`src/shared/waveform_peak_mode_pkg.sv`:
```
package waveform_peak_mode_pkg;
   // *****************************************************
   // Widths
   // *****************************************************
   localparam int SAMPLE_W = 24;
   localparam int ADR_W = 8;
   localparam int IDX_W = 6;
   localparam int DIV_W = 12;
   localparam int IRQ_W = 3;

   // *****************************************************
   // Register indices (byte address is four times these)
   // *****************************************************
   localparam logic [IDX_W-1:0] IDX_MEAS_MODE = 6'h14;
   localparam logic [IDX_W-1:0] IDX_WAVE_MODE = 6'h15;
   localparam logic [IDX_W-1:0] IDX_VOLT_THR = 6'h18;
   localparam logic [IDX_W-1:0] IDX_CURR_THR = 6'h19;
   localparam logic [IDX_W-1:0] IDX_PEAK_VOLT = 6'h1a;
   localparam logic [IDX_W-1:0] IDX_PEAK_CURR = 6'h1b;
   localparam logic [IDX_W-1:0] IDX_HALF_CYC = 6'h1c;
   localparam logic [IDX_W-1:0] IDX_IRQ_STAT = 6'h20;
   localparam logic [IDX_W-1:0] IDX_IRQ_CLR = 6'h21;
   localparam logic [IDX_W-1:0] IDX_IRQ_EN = 6'h22;

   // *****************************************************
   // Field positions and reset values
   // *****************************************************
   localparam int PKSEL_LSB = 2;
   localparam int PKMON_LSB = 5;
   localparam int SAMPLE_PHASE_SELECT_LSB = 0;
   localparam int SRC_LSB = 2;
   localparam int RATE_LSB = 5;
   localparam int APPARENT_BIT = 7;
   localparam logic [7:0] MEAS_MODE_RST = 8'hfc;
   localparam logic [7:0] WAVE_MODE_RST = 8'h00;
   localparam logic [2:0] PKSEL_RST = 3'h7;
   localparam int IRQ_WIN = 0;
   localparam int IRQ_VPK = 1;
   localparam int IRQ_IPK = 2;

   // *****************************************************
   // Sample rate: master clock / 3 / (128 << code)
   // *****************************************************
   localparam int PRE_DIV = 3;
   localparam int BASE_DIV = 128;

   // *****************************************************
   // Codes
   // *****************************************************
   typedef enum logic [1:0] {PH_A = 2'h0, PH_B = 2'h1, PH_C = 2'h2, PH_RSVD = 2'h3} phase_e;
   typedef enum logic [2:0] {
      SRC_CURR = 3'h0, SRC_VOLT = 3'h1, SRC_ACT = 3'h2, SRC_REACT = 3'h3, SRC_APP = 3'h4
   } source_e;

   // *****************************************************
   // Carriers
   // *****************************************************
   typedef struct packed {
      logic cyc;
      logic stb;
      logic we;
      logic [ADR_W-1:0] adr;
      logic [3:0] sel;
      logic [31:0] dat;
   } wb_req_s;

   typedef struct packed {
      logic [SAMPLE_W-1:0] v_abs;
      logic [SAMPLE_W-1:0] i_abs;
   } phase_sample_s;

   typedef struct packed {
      logic ok;
      logic [1:0] phase;
      logic [2:0] source;
      logic strobe;
   } wave_sel_s;
endpackage : waveform_peak_mode_pkg

```
`src/design/waveform_peak_mode_config.sv`:
```
// Notes on behaviour
// - Peak select has three bits at 2..4 resetting to 7, and bit 2 lets phase A feed both peaks.
// - Peaks are searched over the programmed count of half-line cycles and replaced at its end.
// - Bit 3 of peak select enables phase B peak detection and bit 4 phase C.
// - Voltage and current peaks are tracked independently, so they may come from different phases.
// - Monitor select has three bits at 5..7 resetting to 7, one per phase, in any mix.
// - Each monitored phase compares absolute samples with the voltage and current thresholds.
// - Sample phase select at bits 0..1 resets to 0; codes pick A, B, C, and 3 is reserved.
// - Sample source at bits 2..4 resets to 0: current, voltage, active, reactive, apparent.
// - Sample rate at bits 5..6 divides the master clock by 3 and then by 128, 256, 512 or 1024.
// - Waveform mode bit 7 steers the second pulse output to apparent instead of reactive power.
`timescale 1ns/1ns
module waveform_peak_mode_config
   import waveform_peak_mode_pkg::*;
#(
   parameter int HC_W = 16
)
(
   input wire logic clk_i,
   input wire logic rst_i,
   input wire wb_req_s wb_i,
   output logic wb_ack_o,
   output logic [31:0] wb_dat_o,
   input wire logic sample_valid_i,
   input wire phase_sample_s [2:0] samples_i,
   input wire logic half_cycle_i,
   output wave_sel_s wave_o,
   output logic pulse2_apparent_o,
   output logic irq_o
);

   // *****************************************************
   // State
   // *****************************************************
   typedef enum logic [1:0] {WIN_IDLE = 2'b01, WIN_RUN = 2'b10} win_e;

   typedef struct packed {
      logic ack;
      logic [31:0] rdat;
      logic [7:0] meas_mode;
      logic [7:0] wave_mode;
      logic [HC_W-1:0] half_cyc;
      logic [SAMPLE_W-1:0] volt_thr;
      logic [SAMPLE_W-1:0] curr_thr;
      logic [SAMPLE_W-1:0] peak_volt;
      logic [SAMPLE_W-1:0] peak_curr;
      logic [SAMPLE_W-1:0] run_volt;
      logic [SAMPLE_W-1:0] run_curr;
      logic [HC_W-1:0] hc_seen;
      win_e win;
      logic [DIV_W-1:0] div;
      logic [IRQ_W-1:0] stat;
      logic [IRQ_W-1:0] en;
      logic irq;
      logic pulse2_app;
      wave_sel_s wave;
   } state_s;

   state_s s_r;
   state_s s_nxt;

   logic [IDX_W-1:0] idx;
   logic bus_hit;
   logic win_end;
   logic [2:0] pksel;
   logic [2:0] pkmon;
   logic [DIV_W-1:0] div_lim;

   // Byte lanes merged into a register word
   function automatic logic [31:0] merge_bytes(
      input logic [31:0] old_val,
      input logic [31:0] new_val,
      input logic [3:0] sel
   );
      logic [31:0] res;
      res = old_val;
      for (int b = 0; b < 4; b++)
      begin
         if (sel[b])
         begin
            res[b*8 +: 8] = new_val[b*8 +: 8];
         end
      end
      return res;
   endfunction : merge_bytes

   // *****************************************************
   // Decode helpers
   // *****************************************************
   assign idx = wb_i.adr[ADR_W-1:2];
   assign bus_hit = wb_i.cyc && wb_i.stb && !s_r.ack;
   assign pksel = s_r.meas_mode[PKSEL_LSB +: 3];
   assign pkmon = s_r.meas_mode[PKMON_LSB +: 3];
   // Window closes on the last counted half cycle
   assign win_end = (s_r.win == WIN_RUN) && half_cycle_i
      && ((s_r.hc_seen + HC_W'(1)) >= s_r.half_cyc);
   // Divider limit, computed as int then cut to DIV_W; the largest, 3072, still fits
   assign div_lim = DIV_W'(PRE_DIV * (BASE_DIV << s_r.wave_mode[RATE_LSB +: 2])) - DIV_W'(1);

   // *****************************************************
   // Next state
   // *****************************************************
   always_comb
   begin
      logic [31:0] wr;
      logic [IRQ_W-1:0] ev;
      logic [IRQ_W-1:0] clr;
      logic [SAMPLE_W-1:0] vmax;
      logic [SAMPLE_W-1:0] imax;
      wr = '0;
      ev = '0;
      clr = '0;
      vmax = s_r.run_volt;
      imax = s_r.run_curr;
      s_nxt = s_r;
      s_nxt.ack = 1'b0;

      // Bus access; every address answers, unmapped ones read zero
      if (bus_hit)
      begin
         s_nxt.ack = 1'b1;
         s_nxt.rdat = '0;
         unique case (idx)
            IDX_MEAS_MODE: s_nxt.rdat = {24'h0, s_r.meas_mode};
            IDX_WAVE_MODE: s_nxt.rdat = {24'h0, s_r.wave_mode};
            IDX_VOLT_THR: s_nxt.rdat = 32'(s_r.volt_thr);
            IDX_CURR_THR: s_nxt.rdat = 32'(s_r.curr_thr);
            IDX_PEAK_VOLT: s_nxt.rdat = 32'(s_r.peak_volt);
            IDX_PEAK_CURR: s_nxt.rdat = 32'(s_r.peak_curr);
            IDX_HALF_CYC: s_nxt.rdat = 32'(s_r.half_cyc);
            IDX_IRQ_STAT: s_nxt.rdat = 32'(s_r.stat);
            IDX_IRQ_EN: s_nxt.rdat = 32'(s_r.en);
            default: s_nxt.rdat = '0;
         endcase
         if (wb_i.we)
         begin
            unique case (idx)
               IDX_MEAS_MODE:
               begin
                  wr = merge_bytes(32'(s_r.meas_mode), wb_i.dat, wb_i.sel);
                  s_nxt.meas_mode = wr[7:0];
               end
               IDX_WAVE_MODE:
               begin
                  wr = merge_bytes(32'(s_r.wave_mode), wb_i.dat, wb_i.sel);
                  s_nxt.wave_mode = wr[7:0];
               end
               IDX_VOLT_THR:
               begin
                  wr = merge_bytes(32'(s_r.volt_thr), wb_i.dat, wb_i.sel);
                  s_nxt.volt_thr = wr[SAMPLE_W-1:0];
               end
               IDX_CURR_THR:
               begin
                  wr = merge_bytes(32'(s_r.curr_thr), wb_i.dat, wb_i.sel);
                  s_nxt.curr_thr = wr[SAMPLE_W-1:0];
               end
               IDX_HALF_CYC:
               begin
                  wr = merge_bytes(32'(s_r.half_cyc), wb_i.dat, wb_i.sel);
                  s_nxt.half_cyc = wr[HC_W-1:0];
               end
               IDX_IRQ_CLR: clr = wb_i.sel[0] ? wb_i.dat[IRQ_W-1:0] : '0;
               IDX_IRQ_EN:
               begin
                  if (wb_i.sel[0])
                  begin
                     s_nxt.en = wb_i.dat[IRQ_W-1:0];
                  end
               end
               default: ;
            endcase
         end
      end

      // Phase B and C join the search only when their bits are set
      // Voltage and current maxima are kept apart
      if (sample_valid_i)
      begin
         for (int p = 0; p < 3; p++)
         begin
            if (pksel[p] && samples_i[p].v_abs > vmax)
            begin
               vmax = samples_i[p].v_abs;
            end
            if (pksel[p] && samples_i[p].i_abs > imax)
            begin
               imax = samples_i[p].i_abs;
            end
            if (pkmon[p] && samples_i[p].v_abs > s_r.volt_thr)
            begin
               ev[IRQ_VPK] = 1'b1;
            end
            if (pkmon[p] && samples_i[p].i_abs > s_r.curr_thr)
            begin
               ev[IRQ_IPK] = 1'b1;
            end
         end
      end

      // Window sequencing; a zero count keeps the search idle
      unique case (s_r.win)
         WIN_IDLE:
         begin
            s_nxt.run_volt = '0;
            s_nxt.run_curr = '0;
            s_nxt.hc_seen = '0;
            if (s_r.half_cyc != '0)
            begin
               s_nxt.win = WIN_RUN;
            end
         end
         WIN_RUN:
         begin
            s_nxt.run_volt = vmax;
            s_nxt.run_curr = imax;
            if (half_cycle_i)
            begin
               s_nxt.hc_seen = s_r.hc_seen + HC_W'(1);
            end
            if (win_end)
            begin
               s_nxt.peak_volt = vmax;
               s_nxt.peak_curr = imax;
               s_nxt.run_volt = '0;
               s_nxt.run_curr = '0;
               s_nxt.hc_seen = '0;
               ev[IRQ_WIN] = 1'b1;
            end
            if (s_r.half_cyc == '0)
            begin
               s_nxt.win = WIN_IDLE;
            end
         end
         default: s_nxt.win = WIN_IDLE;
      endcase

      // Sticky status; a new event beats a clear in the same cycle
      s_nxt.stat = (s_r.stat & ~clr) | ev;
      s_nxt.irq = |(s_nxt.stat & s_nxt.en);

      // Sample strobe from the master clock divider
      if (s_r.div >= div_lim)
      begin
         s_nxt.div = '0;
         s_nxt.wave.strobe = 1'b1;
      end
      else
      begin
         s_nxt.div = s_r.div + DIV_W'(1);
         s_nxt.wave.strobe = 1'b0;
      end

      // Phase select, source select, reserved codes flagged
      s_nxt.wave.phase = s_nxt.wave_mode[SAMPLE_PHASE_SELECT_LSB +: 2];
      s_nxt.wave.source = s_nxt.wave_mode[SRC_LSB +: 3];
      s_nxt.wave.ok = (s_nxt.wave.phase != PH_RSVD) && (s_nxt.wave.source <= SRC_APP);
      s_nxt.pulse2_app = s_nxt.wave_mode[APPARENT_BIT];
   end

   // *****************************************************
   // State register
   // *****************************************************
   always_ff @(posedge clk_i)
   begin
      if (rst_i)
      begin
         s_r <= '0;
         s_r.meas_mode <= MEAS_MODE_RST;
         s_r.wave_mode <= WAVE_MODE_RST;
         s_r.win <= WIN_IDLE;
      end
      else
      begin
         s_r <= s_nxt;
      end
   end

   // Outputs straight from the state flops
   assign wb_ack_o = s_r.ack;
   assign wb_dat_o = s_r.rdat;
   assign wave_o = s_r.wave;
   assign pulse2_apparent_o = s_r.pulse2_app;
   assign irq_o = s_r.irq;
endmodule : waveform_peak_mode_config

```
`config.mk`:
```
export PLATFORM = sky130hd
export DESIGN_NAME = waveform_peak_mode_config
export DESIGN_NICKNAME = d
export VERILOG_FILES = /design/src/shared/waveform_peak_mode_pkg.sv /design/src/design/waveform_peak_mode_config.sv
export SDC_FILE = /design/constraint.sdc
export NUM_CORES = 1
export LEC_CHECK = 0
export BUFFER_PORTS_ARGS = -buffer_cell sky130_fd_sc_hd__buf_4
export CAP_MARGIN = 20
export CORE_ASPECT_RATIO = 1.2
export CORE_MARGIN = 2
export CORE_UTILIZATION = 65
export DETAILED_ROUTE_END_ITERATION = 10
export PLACE_DENSITY = 0.88
export RECOVER_POWER = 25
export SLEW_MARGIN = 20
export SYNTH_ARGS = -nofsm -noshare
export SYNTH_HDL_FRONTEND = slang
export SYNTH_SLANG_ARGS = --single-unit
```
`constraint.sdc`:
```
create_clock -name clk_i -period 12.1 [get_ports clk_i]
set_input_delay 1.815 -clock clk_i [delete_from_list [all_inputs] [get_ports clk_i]]
set_output_delay 1.815 -clock clk_i [all_outputs]
set_load 0.05 [all_outputs]
```
==> run summary, run 1 <==
Number of rows created at floorplan - 70
Total number of vias - 19752
Critical Path Max Stage Delay - 870 ps
Synthesized-area fraction occupied by adder cells - 19.5%
Fraction of synthesis flops using an asynchronous set or reset pin - 0%
Number of standard cells in the final layout excluding fillers - 2944
Horiz. Die Dim - 164 microns
Xor/xnor share of the synthesized area - 1.15%
Sequential Area - 4800 sq um
Netlist area before placement - 19900 sq um
Kind of launch point of the worst setup path - input pin
Average instance area after synthesis - 8.18 sq um
Final worst path period share - 83.0%
Share of layout cells above drive strength 1 - 10.9%
Gate count after technology mapping - 2429
Slowest cell on the critical path - sky130_fd_sc_hd__o311ai_4
Highest fanout seen on the critical path - 24
Area taken by multi-input logic gates - 13700 sq um
Number of antenna violations at the first check in global routing - 2
Commonest cells in the netlist - sky130_fd_sc_hd__ha_1 (309), sky130_fd_sc_hd__dfxtp_1 (240), sky130_fd_sc_hd__inv_1 (177)
Cts bufs inserted - 26
Dominant cells by area after synthesis - sky130_fd_sc_hd__dfxtp_1 (24%), sky130_fd_sc_hd__ha_1 (19%), sky130_fd_sc_hd__mux2i_1 (5.9%)
Simple-gate area share of the yosys netlist - 15.3%
Yosys reg bits - 240
Number of fill cells - 2399
Complex-gate fraction of the synthesized area - 25.9%
Count of cells resized by post-cts repair - 0
Maximum ir drop on the vdd rail - 113 uV
Critical path type - in2reg
Area of the die - 32000 sq um
Proportion of netlist area held by the largest area contributor - 24.2%
Final wirelength - 64.9 mm
First-pass GRT wire length - 103 mm
First-iteration detailed-routing DRC count - 2104
Core area - 30300 sq um
Global router's overall resource usage - 40.0%
Clock latency on the worst-skew pair - 540 ps
Cell taking the most area after synthesis - sky130_fd_sc_hd__dfxtp_1
Critical path arrival - 10490 ps
Post-detailed-route via-to-cell ratio - 6.71
Fin util - 73.2%
Required time of the worst setup path - 12550 ps
Max-cap violations - 3
Die Span Y - 195 microns
Multiplexer share of the synthesized area - 6.40%
Total overflow reported by the global router - 0
Buffer cell driving the clock tree root - sky130_fd_sc_hd__clkbuf_16
Clock tree from TritonCTS - yes
Power density over the cells - 96.3 nW/um^2
PortBufs - 217
Num ports - 237
Slew margin rel. - -159%
Buffers from clock root to sink, at most - 3
Hold buffer count at CTS - 0
Largest family of logic cells by synthesized area - compound AO/OA/AOI/OAI gates
Maximum number of pins on one net before global-route repair - 79
Starting Density - 65.5%
Number of hold violations in the final report - 0
Unrepaired setup endpoints after global routing - false
HPWL after DPL - 50.4 mm
CP most frequent cell - sky130_fd_sc_hd__a21o_1
Register-to-register setup slack - 3020 ps
Final routed DRC violation total - 0
Worst-margin pin slew - 3890 ps
Leakage power summed over all cells - 9.30 nW
Number of different library cells in the post-synthesis netlist - 70
Crit path time final - 10040 ps
Most frequent cell after synthesis - sky130_fd_sc_hd__ha_1
Number of global-route vias before repair - 19579
Main flop type after synthesis - sky130_fd_sc_hd__dfxtp_1
WL/cell - 22.0 microns
Endpoint kind of the worst setup timing path - register
Max Clock Skew - 12.5 ps
Count of final max-slew check failures - 162
Run status - complete, but fails checks
Part of the Yosys area used for sequential elements - 24.2%
Highest Clock Rate - 0.0996 GHz
Setup-failing EPs final - 0
Warning count from the yosys run - 0
Clock sink count - 240
GP Congestion - 1.00
Synth-to-Final Area Change - 11.7%
Number of detailed-routing iterations run before antenna repair - 6
Aggregate negative setup slack - 0 ps
Number of nets with antenna violations after routing - 0
Final nets - 3033
Violations in the final reports - max-capacitance violations, max-slew violations
Max H-tree Level - 1
Placed Cells - 2897
Worst Hold Class - reg2reg
Post-CTS setup buffers - 0
Clock slew seen by the registers of the worst setup and hold paths - 60 ps
Number of flops mapped to enable cells by yosys - 0
-- layout by cell type, fill, tap and decap left out, types with 19 or more instances in the layout --
cell type / count
sky130_fd_sc_hd__ha_1: 309
sky130_fd_sc_hd__a22oi_1: 78
sky130_fd_sc_hd__mux2i_1: 118
sky130_fd_sc_hd__o2bb2ai_1: 25
sky130_fd_sc_hd__o21ai_0: 149
sky130_fd_sc_hd__a21boi_1: 19
sky130_fd_sc_hd__or2_1: 23
sky130_fd_sc_hd__nor2b_1: 36
sky130_fd_sc_hd__inv_1: 177
sky130_fd_sc_hd__buf_4: 205
sky130_fd_sc_hd__clkbuf_16: 27
sky130_fd_sc_hd__a221oi_1: 29
sky130_fd_sc_hd__a21o_1: 75
sky130_fd_sc_hd__nand3_1: 62
sky130_fd_sc_hd__a31oi_1: 57
sky130_fd_sc_hd__nor3_1: 36
sky130_fd_sc_hd__o21a_1: 33
sky130_fd_sc_hd__nand2_1: 134
sky130_fd_sc_hd__a21oi_1: 147
sky130_fd_sc_hd__nor2_1: 149
sky130_fd_sc_hd__o211ai_1: 29
sky130_fd_sc_hd__nor4_1: 28
sky130_fd_sc_hd__o311a_1: 25
sky130_fd_sc_hd__clkbuf_1: 42
sky130_fd_sc_hd__dfxtp_1: 240
sky130_fd_sc_hd__nand4_1: 57
sky130_fd_sc_hd__o32ai_1: 24
-- registers in the layout, summed over array words and instances (netlist names) --
| name | count |
|---|---|
| wave_o | 2 |
| wb_ack_o | 1 |
| wb_dat_o | 24 |
| irq_o | 1 |
| pkmon | 3 |
| s_r | 206 |
| pksel | 3 |
-- cell families (layout without fill, tap and decap cells) --
kind of cell    Yosys count  count (layout)
simple gates            611             611
xor+xnor                 26              26
other cells               1               9
compound gates          761             761
fa+ha+maj               310             310
mux                     126             126
buf+inv                 354             465
flops                   240             240
-- layer usage --
| layer | wire (microns) | track usage, % |
|---|---|---|
| met1 | 26100 | 51.5 |
| met4 | 3630 | 20.4 |
| met2 | 29300 | 64.7 |
| met3 | 5920 | 6.33 |
| met5 | 0 | 0 |
-- through the flow --
step	cell area (sq um)	power [mW]	setup slack (ps)	hold slack, ps
6_report	22200	2.14	2060	462
3_3_place_gp	21400	1.29	1750	441
3_5_place_dp	21400	1.30	1670	450
5_1_grt	22200	2.22	1690	500
2_1_floorplan	19900	1.12	3210	430
4_1_cts	22300	2.13	2190	468
-- path summary, 6_finish.rpt --
check | to | cells past startpoint | start
worst max register to register | s_r[93] | 33 | s_r[62]
worst min register to register | s_r[15] | 1 | s_r[15]
worst min-delay path | s_r[15] | 1 | s_r[15]
worst max-delay path | s_r[93] | 33 | samples_i[17]
-- worst max-delay path, delay by kind of cell --
family	cells	cell delay (ps)
fa+ha+maj	3	920
compound gates	20	5160
mux	1	390
simple gates	7	1750
buf+inv	2	440
-- area by class of cell --
class	instances	area share [%]
clock inverter	13	0.789
timing repair buffer	242	7.56
antenna	1	0.0113
clock buffer	33	3.19
sequential	240	21.7
tap	396	2.23
inverter	177	2.99
multi-input combinational	1842	61.6
-- report_power, final --
part / internal [mW] / switching, mW / total [mW]
clock network: 0.499 / 0.341 / 0.840
registers: 0.792 / 0.00155 / 0.793
logic: 0.202 / 0.302 / 0.504
(Power assumes the default switching activity.)
==> run 2: changes to the inputs <==
--- a/config.mk
+++ b/config.mk
@@ -5,13 +5,14 @@
 export SDC_FILE = /design/constraint.sdc
 export NUM_CORES = 1
 export LEC_CHECK = 0
+export ABC_AREA = 1
 export BUFFER_PORTS_ARGS = -buffer_cell sky130_fd_sc_hd__buf_4
 export CAP_MARGIN = 20
 export CORE_ASPECT_RATIO = 1.2
 export CORE_MARGIN = 2
-export CORE_UTILIZATION = 65
+export CORE_UTILIZATION = 60
 export DETAILED_ROUTE_END_ITERATION = 10
-export PLACE_DENSITY = 0.88
+export PLACE_DENSITY = 0.82
 export RECOVER_POWER = 25
 export SLEW_MARGIN = 20
 export SYNTH_ARGS = -nofsm -noshare
==> constraint.sdc (replaced) <==
create_clock -name clk_i -period 9.55 [get_ports clk_i]
set_input_delay 1.4325 -clock clk_i [delete_from_list [all_inputs] [get_ports clk_i]]
set_output_delay 1.4325 -clock clk_i [all_outputs]
set_load 0.05 [all_outputs]
==> run summary, run 2 <==
Run status - complete, but fails checks
Violations in the final reports - max-capacitance violations, max-slew violations
Buffers from clock root to sink, at most - 3 (unchanged)
Sw Share - 36.3% (+6.2 points)
Share of layout cells above drive strength 1 - 9.80% (-1.1 points)
Fraction of synthesis flops using an asynchronous set or reset pin - 0% (unchanged)
Count of cells along the worst hold path - 1 (unchanged)
Count of cells resized by post-cts repair - 0 (unchanged)
Aggregate negative setup slack - 0 ps (unchanged)
Max-cap violations - 1 (-2)
Worst Hold Class - reg2reg
Power share of the clock group - 32.0% (-7.3 points)
Starting Density - 60.9% (-4.6 points)
Number of different library cells in the post-synthesis netlist - 56 (-20%)
Num ports - 237 (unchanged)
Synth-to-Final Area Change - 11.6%
First-iteration detailed-routing DRC count - 1656 (-21%)
Crit. path cell count - 37 (+12%)
Maximum number of pins on one net before global-route repair - 103 (+30%)
Clock sink count - 240 (unchanged)
Critical path arrival - 8310 ps (-2180 ps)
Number of rows created at floorplan - 73 (+4.3%)
Met1 GRT Util - 45.1% (-6.4 points)
Length in cells of the worst reg-to-reg path - 37 (+12%)
Kind of launch point of the worst setup path - input pin
Endpoint kind of the worst setup timing path - register
Yosys reg bits - 240 (unchanged)
Warning count from the yosys run - 0 (unchanged)
CP most frequent cell - sky130_fd_sc_hd__nand2_1
PortBufs - 217 (unchanged)
Pint - 2.00 mW (+34%)
Critical path type - in2reg
WL/cell - 17.8 microns (-19%)
Max H-tree Level - 1 (unchanged)
Most utilized layer in the global route result - met2
Crit path time final - 7860 ps
Horiz. Die Dim - 171 microns (+4.7%)
Final WS setup - 1690 ps (-369 ps)
Slew margin rel. - -14.1% (+150 points)
Setup slack after placement - 1320 ps (-347 ps)
Number of global-route vias before repair - 19609 (+0.15%)
Number of flops mapped to enable cells by yosys - 0 (unchanged)
Number of hold violations in the final report - 0 (unchanged)
Commonest cells in the netlist - sky130_fd_sc_hd__nand2_1 (635), sky130_fd_sc_hd__inv_1 (442), sky130_fd_sc_hd__ha_1 (309)
Largest register FFs - 206 (unchanged)
Main flop type after synthesis - sky130_fd_sc_hd__dfxtp_1
Met3 capacity usage during global routing - 4.85% (-1.5 points)
Clock tree from TritonCTS - yes
Total number of vias - 20643 (+4.5%)
Netlist area before placement - 20100 sq um (+1.4%)
Clock latency on the worst-skew pair - 540 ps (about the same)
Maximum ir drop on the vdd rail - 121 uV (+7.6%)
Power density over the cells - 140 nW/um^2 (+45%)
Worst-margin pin slew - 1710 ps (-2180 ps)
First-pass GRT wire length - 100 mm (-2.8%)
Leakage power summed over all cells - 10.4 nW (+11%)
Slowest cell on the critical path - sky130_fd_sc_hd__a221oi_1
Combinational share of power - 34.4% (+11 points)
Die Span Y - 205 microns (+4.7%)
Number of antenna violations at the first check in global routing - 7 (+5)
Net switching component of the power - 1.14 mW (+77%)
Post-CTS setup buffers - 0 (unchanged)
Area of the die - 35000 sq um (+9.6%)
Count of buffer and inverter cells on the critical path - 5 (+3)
GP Congestion - 0.992 (-0.92%)
Part of the Yosys area used for sequential elements - 23.9% (-0.33 points)
Dominant cells by area after synthesis - sky130_fd_sc_hd__dfxtp_1 (24%), sky130_fd_sc_hd__ha_1 (19%), sky130_fd_sc_hd__nand2_1 (12%)
Kind of cell adding the most delay to the critical path - simple AND/OR/NAND/NOR gates
Required time of the worst setup path - 10000 ps (-2550 ps)
Unrepaired setup endpoints after global routing - false
Buffer cell driving the clock tree root - sky130_fd_sc_hd__clkbuf_16
Cell taking the most area after synthesis - sky130_fd_sc_hd__dfxtp_1
Number of nets with antenna violations after routing - 0 (unchanged)
Gate count after technology mapping - 2986 (+23%)
Most frequent cell after synthesis - sky130_fd_sc_hd__nand2_1
Proportion of netlist area held by the largest area contributor - 23.9% (-0.33 points)
Final nets - 3612 (+19%)
Post-detailed-route via-to-cell ratio - 5.77 (-14%)
Average instance area after synthesis - 6.74 sq um (-18%)
Cts bufs inserted - 23 (-12%)
Hold buffer count at CTS - 0 (unchanged)
Global router's overall resource usage - 36.1% (-3.9 points)
Max Clock Skew - 22.2 ps (+9.74 ps)
Clock slew seen by the registers of the worst setup and hold paths - 70 ps (about the same)
Critical Path Max Stage Delay - 470 ps (-400 ps)
Total overflow reported by the global router - 0 (unchanged)
Setup-failing EPs final - 0 (unchanged)
Met2 Usage GRT - 61.7% (-3.0 points)
Core area - 33100 sq um (+9.1%)
Count of final max-slew check failures - 31 (-81%)
Most frequent cells in the layout - sky130_fd_sc_hd__nand2_1 (634), sky130_fd_sc_hd__inv_1 (442), sky130_fd_sc_hd__ha_1 (309)
Highest fanout seen on the critical path - 25 (+4.2%)
Final routed DRC violation total - 0 (unchanged)
Final worst path period share - 82.3%
Fin util - 68.0% (-5.3 points)
Highest Clock Rate - 0.127 GHz
Largest register by flop count - s_r
HPWL after DPL - 50.3 mm (-0.22%)
Most common cell after layout, fill and taps aside - sky130_fd_sc_hd__nand2_1
Number of detailed-routing iterations run before antenna repair - 6 (unchanged)
Sequential share of power - 33.6% (-3.5 points)
Final wirelength - 63.7 mm (-1.9%)
## run 2: layout make-up
cell class	count	area, sq um
Clock inverter	14	213
Clock buffer	26	607
Timing Repair Buffer	240	1690
Fill cell	2987	10600
Inverter	451	1700
Sequential cell	240	4800
Antenna cell	5	12.5
Multi-Input combinational cell	2152	12900
Tap cell	450	563
## run 2: power groups by stage
stage	Sequential (mW)	Combinational [mW]	Clock [mW]
3_5_place_dp	1.08	1.06	0
2_1_floorplan	1.07	0.747	0
6_report	1.05	1.08	1.00
5_1_grt	1.06	1.21	1.05
3_3_place_gp	1.07	1.03	0
4_1_cts	1.05	1.07	1.01
## run 2: logic make-up after synthesis
kind of cell,count (synthesis),synth area share [%]
adder cells (fa/ha/maj),309,19.2
XOR/XNOR,17,0.739
flip-flops,240,23.9
AO/OA/AOI/OAI,690,19.5
buffers and inverters,601,12.3
other,1,0.0186
AND/OR/NAND/NOR,1128,24.4
## run 2: metrics by stage
stage               hold slack (ps)  cells  power [mW]  instance area, sq um
finish                          457   3578        3.14                 22500
global route                    476   3574        3.31                 22500
CTS                             457   3572        3.13                 22600
detailed placement              446   3532        2.14                 21700
global placement                431   3532        2.11                 21700
floorplan                       418   2993        1.82                 20200
## run 2: path summary, 6_finish.rpt
kind / start / end / slack, ps
max: samples_i[47] / s_r[85] / 1690
min: s_r[15] / s_r[15] / 460
max reg2reg: s_r[92] / s_r[85] / 2320
min reg2reg: s_r[15] / s_r[15] / 460
## run 2: routing by layer
metal / up-vias / routed length, microns
met5: - / 44
met4: 6 / 2830
met3: 186 / 5050
met2: 937 / 29900
met1: 9367 / 25900
li1: 10147 / -
==> run 3: changes to the inputs <==
--- a/config.mk
+++ b/config.mk
@@ -10,9 +10,9 @@
 export CAP_MARGIN = 20
 export CORE_ASPECT_RATIO = 1.2
 export CORE_MARGIN = 2
-export CORE_UTILIZATION = 60
+export CORE_UTILIZATION = 55
 export DETAILED_ROUTE_END_ITERATION = 10
-export PLACE_DENSITY = 0.82
+export PLACE_DENSITY = 0.79
 export RECOVER_POWER = 25
 export SLEW_MARGIN = 20
 export SYNTH_ARGS = -nofsm -noshare
==> constraint.sdc (replaced) <==
create_clock -name clk_i -period 6.7 [get_ports clk_i]
set_input_delay 1.005 -clock clk_i [delete_from_list [all_inputs] [get_ports clk_i]]
set_output_delay 1.005 -clock clk_i [all_outputs]
set_load 0.05 [all_outputs]
==> run summary, run 3 (synthesis results as in run 2) <==
Run status - finished, final reports clean
Max Clock Skew - 23.4 ps (+1.16 ps)
Critical path arrival - 6660 ps (-1650 ps)
Final routed DRC violation total - 0 (unchanged)
Endpoint of the worst-slack reg-to-reg timing path - s_r[63]
Highest Clock Rate - 0.159 GHz
Maximum number of pins on one net before global-route repair - 108 (+4.9%)
Number of hold violations in the final report - 0 (unchanged)
Required time of the worst setup path - 7070 ps (-2930 ps)
Clock slew seen by the registers of the worst setup and hold paths - 70 ps (about the same)
Worst Hold Class - reg2reg
Slew margin rel. - 19.2% (+33 points)
First-iteration detailed-routing DRC count - 1662 (+0.36%)
Net switching component of the power - 1.72 mW (+51%)
Reg2Reg Launch Point - s_r[68]
Crit path time final - 6290 ps
Slowest cell on the critical path - sky130_fd_sc_hd__nor4_1
Clock tree from TritonCTS - yes
Register-to-register setup slack - 520 ps (-1800 ps)
Sequential share of power - 31.1% (-2.5 points)
Total number of vias - 21521 (+4.3%)
Number of antenna violations at the first check in global routing - 0 (-7)
Number of global-route vias before repair - 20687 (+5.5%)
Combinational share of power - 38.4% (+4.0 points)
Power share of the clock group - 30.5% (-1.5 points)
Number of nets with antenna violations after routing - 0 (unchanged)
Fin util - 67.4% (-0.56 points)
Kind of launch point of the worst setup path - input pin
Buffers from clock root to sink, at most - 3 (unchanged)
CP most frequent cell - sky130_fd_sc_hd__nand2_1
Number of rows created at floorplan - 76 (+4.1%)
Largest register by flop count - s_r
Critical Path Max Stage Delay - 330 ps (-140 ps)
Die Span Y - 214 microns (+4.4%)
Global router's overall resource usage - 35.4% (-0.65 points)
Aggregate negative setup slack - 0 ps (unchanged)
Starting Density - 55.9% (-5.0 points)
Count of cells along the worst hold path - 1 (unchanged)
GP Congestion - 0.995 (+0.29%)
Worst-margin pin slew - 1210 ps (-499 ps)
Synth-to-Final Area Change - 20.6%
Cts bufs inserted - 23 (unchanged)
Length in cells of the worst reg-to-reg path - 41 (+11%)
Sw Share - 35.5% (-0.85 points)
Area of the die - 38200 sq um (+8.9%)
Worst hold path endpoint - s_r[15]
Pint - 3.12 mW (+56%)
Leakage power summed over all cells - 11.4 nW (+10%)
Number of detailed-routing iterations run before antenna repair - 6 (unchanged)
ANT cells - 0 (-5)
Count of final max-slew check failures - 0 (-100%)
Horiz. Die Dim - 179 microns (+4.3%)
Total overflow reported by the global router - 0 (unchanged)
Largest register FFs - 206 (unchanged)
Buffer cell driving the clock tree root - sky130_fd_sc_hd__clkbuf_16
Final worst path period share - 93.8%
Max-cap violations - 0 (-1)
Most common cell after layout, fill and taps aside - sky130_fd_sc_hd__nand2_1
Final nets - 3826 (+5.9%)
Clock latency on the worst-skew pair - 540 ps (about the same)
Critical path type - in2reg
Power density over the cells - 199 nW/um^2 (+43%)
HPWL after DPL - 55.4 mm (+10%)
Setup-failing EPs final - 0 (unchanged)
Clock sink count - 240 (unchanged)
Endpoint kind of the worst setup timing path - register
Most frequent cells in the layout - sky130_fd_sc_hd__nand2_1 (631), sky130_fd_sc_hd__inv_1 (440), sky130_fd_sc_hd__buf_4 (401)
Share of layout cells above drive strength 1 - 16.0% (+6.2 points)
Hold buffer count at CTS - 0 (unchanged)
WL/cell - 18.0 microns (+1.2%)
Worst hold slack across all endpoints - 450 ps (-7.06 ps)
Maximum ir drop on the vdd rail - 207 uV (+71%)
Core area - 36000 sq um (+9.0%)
Post-detailed-route via-to-cell ratio - 5.65 (-2.0%)
Num ports - 237 (unchanged)
PortBufs - 217 (unchanged)
Total design power - 4.83 mW (+54%)
Max H-tree Level - 1 (unchanged)
Startpoint of the lowest-slack hold path - s_r[15]
Highest fanout seen on the critical path - 21 (-16%)
Final wirelength - 68.5 mm (+7.6%)
First-pass GRT wire length - 106 mm (+5.9%)
[run 3: changes by cell type in the layout (fill, tap and decap cells not counted), sizes merged]
cell / previous run / this run
clkinv: 10 / 9
clkinvlp: 1 / 3
clkbuf: 64 / 65
nand2: 656 / 657
inv: 449 / 447
buf: 202 / 415
diode: 5 / 0
bufinv: 5 / 6
[run 3: final cells by class]
class / instances / area, sq um
multi-input combinational: 2153 / 13000
fill: 3191 / 11800
sequential: 240 / 4800
timing repair buffer: 453 / 3400
inverter: 451 / 1700
clock buffer: 27 / 611
tap: 468 / 586
clock inverter: 14 / 235
[run 3: how the worst max path moves through the flow]
stage / startpoint / endpoint / slack [ps] / depth (start not counted)
after floorplan: samples_i[19] / s_r[106] / 420 / 38
after global placement: samples_i[23] / s_r[64] / -340 / 41
after detailed placement: samples_i[23] / s_r[63] / -410 / 41
after CTS: samples_i[23] / s_r[63] / 100 / 41
after global routing: samples_i[23] / s_r[114] / -20 / 39
final: samples_i[23] / s_r[63] / 410 / 41
[run 3: worst max-delay path, delay by kind of cell]
family	cells	cell delay, ps
fa+ha+maj	3	850
compound gates	5	720
buf+inv	8	1090
simple gates	25	2950
[run 3: what timing repair did]
action	4_1_cts	5_1_grt
hold endpoints to repair	0	0
buffers inserted	0	1
setup endpoints to repair	0	96
gates resized for setup	0	33
[run 3: power by group through the flow]
stage                     combinational (mW)  clock, mW  sequential, mW
final                                   1.86       1.47            1.50
after global routing                    2.06       1.54            1.51
after CTS                               1.79       1.48            1.50
after detailed placement                1.79          0            1.53
after global placement                  1.73          0            1.53
after floorplan                         1.06          0            1.53
[run 3: per-stage QoR]
stage | setup WS, ps | instances | cell area, sq um
after CTS | 101 | 3803 | 24300
after global routing | -20.6 | 3806 | 24300
after global placement | -340 | 3762 | 23500
after detailed placement | -413 | 3762 | 23500
after floorplan | 421 | 2993 | 20200
final | 414 | 3806 | 24300
[run 3: routing by layer]
layer	vias up	track usage, %	routed length (microns)
met3	248	3.74	4020
met2	825	60.8	31900
li1	10570	-	-
met4	0	22.4	5040
met1	9878	42.1	27500
met5	-	0	0
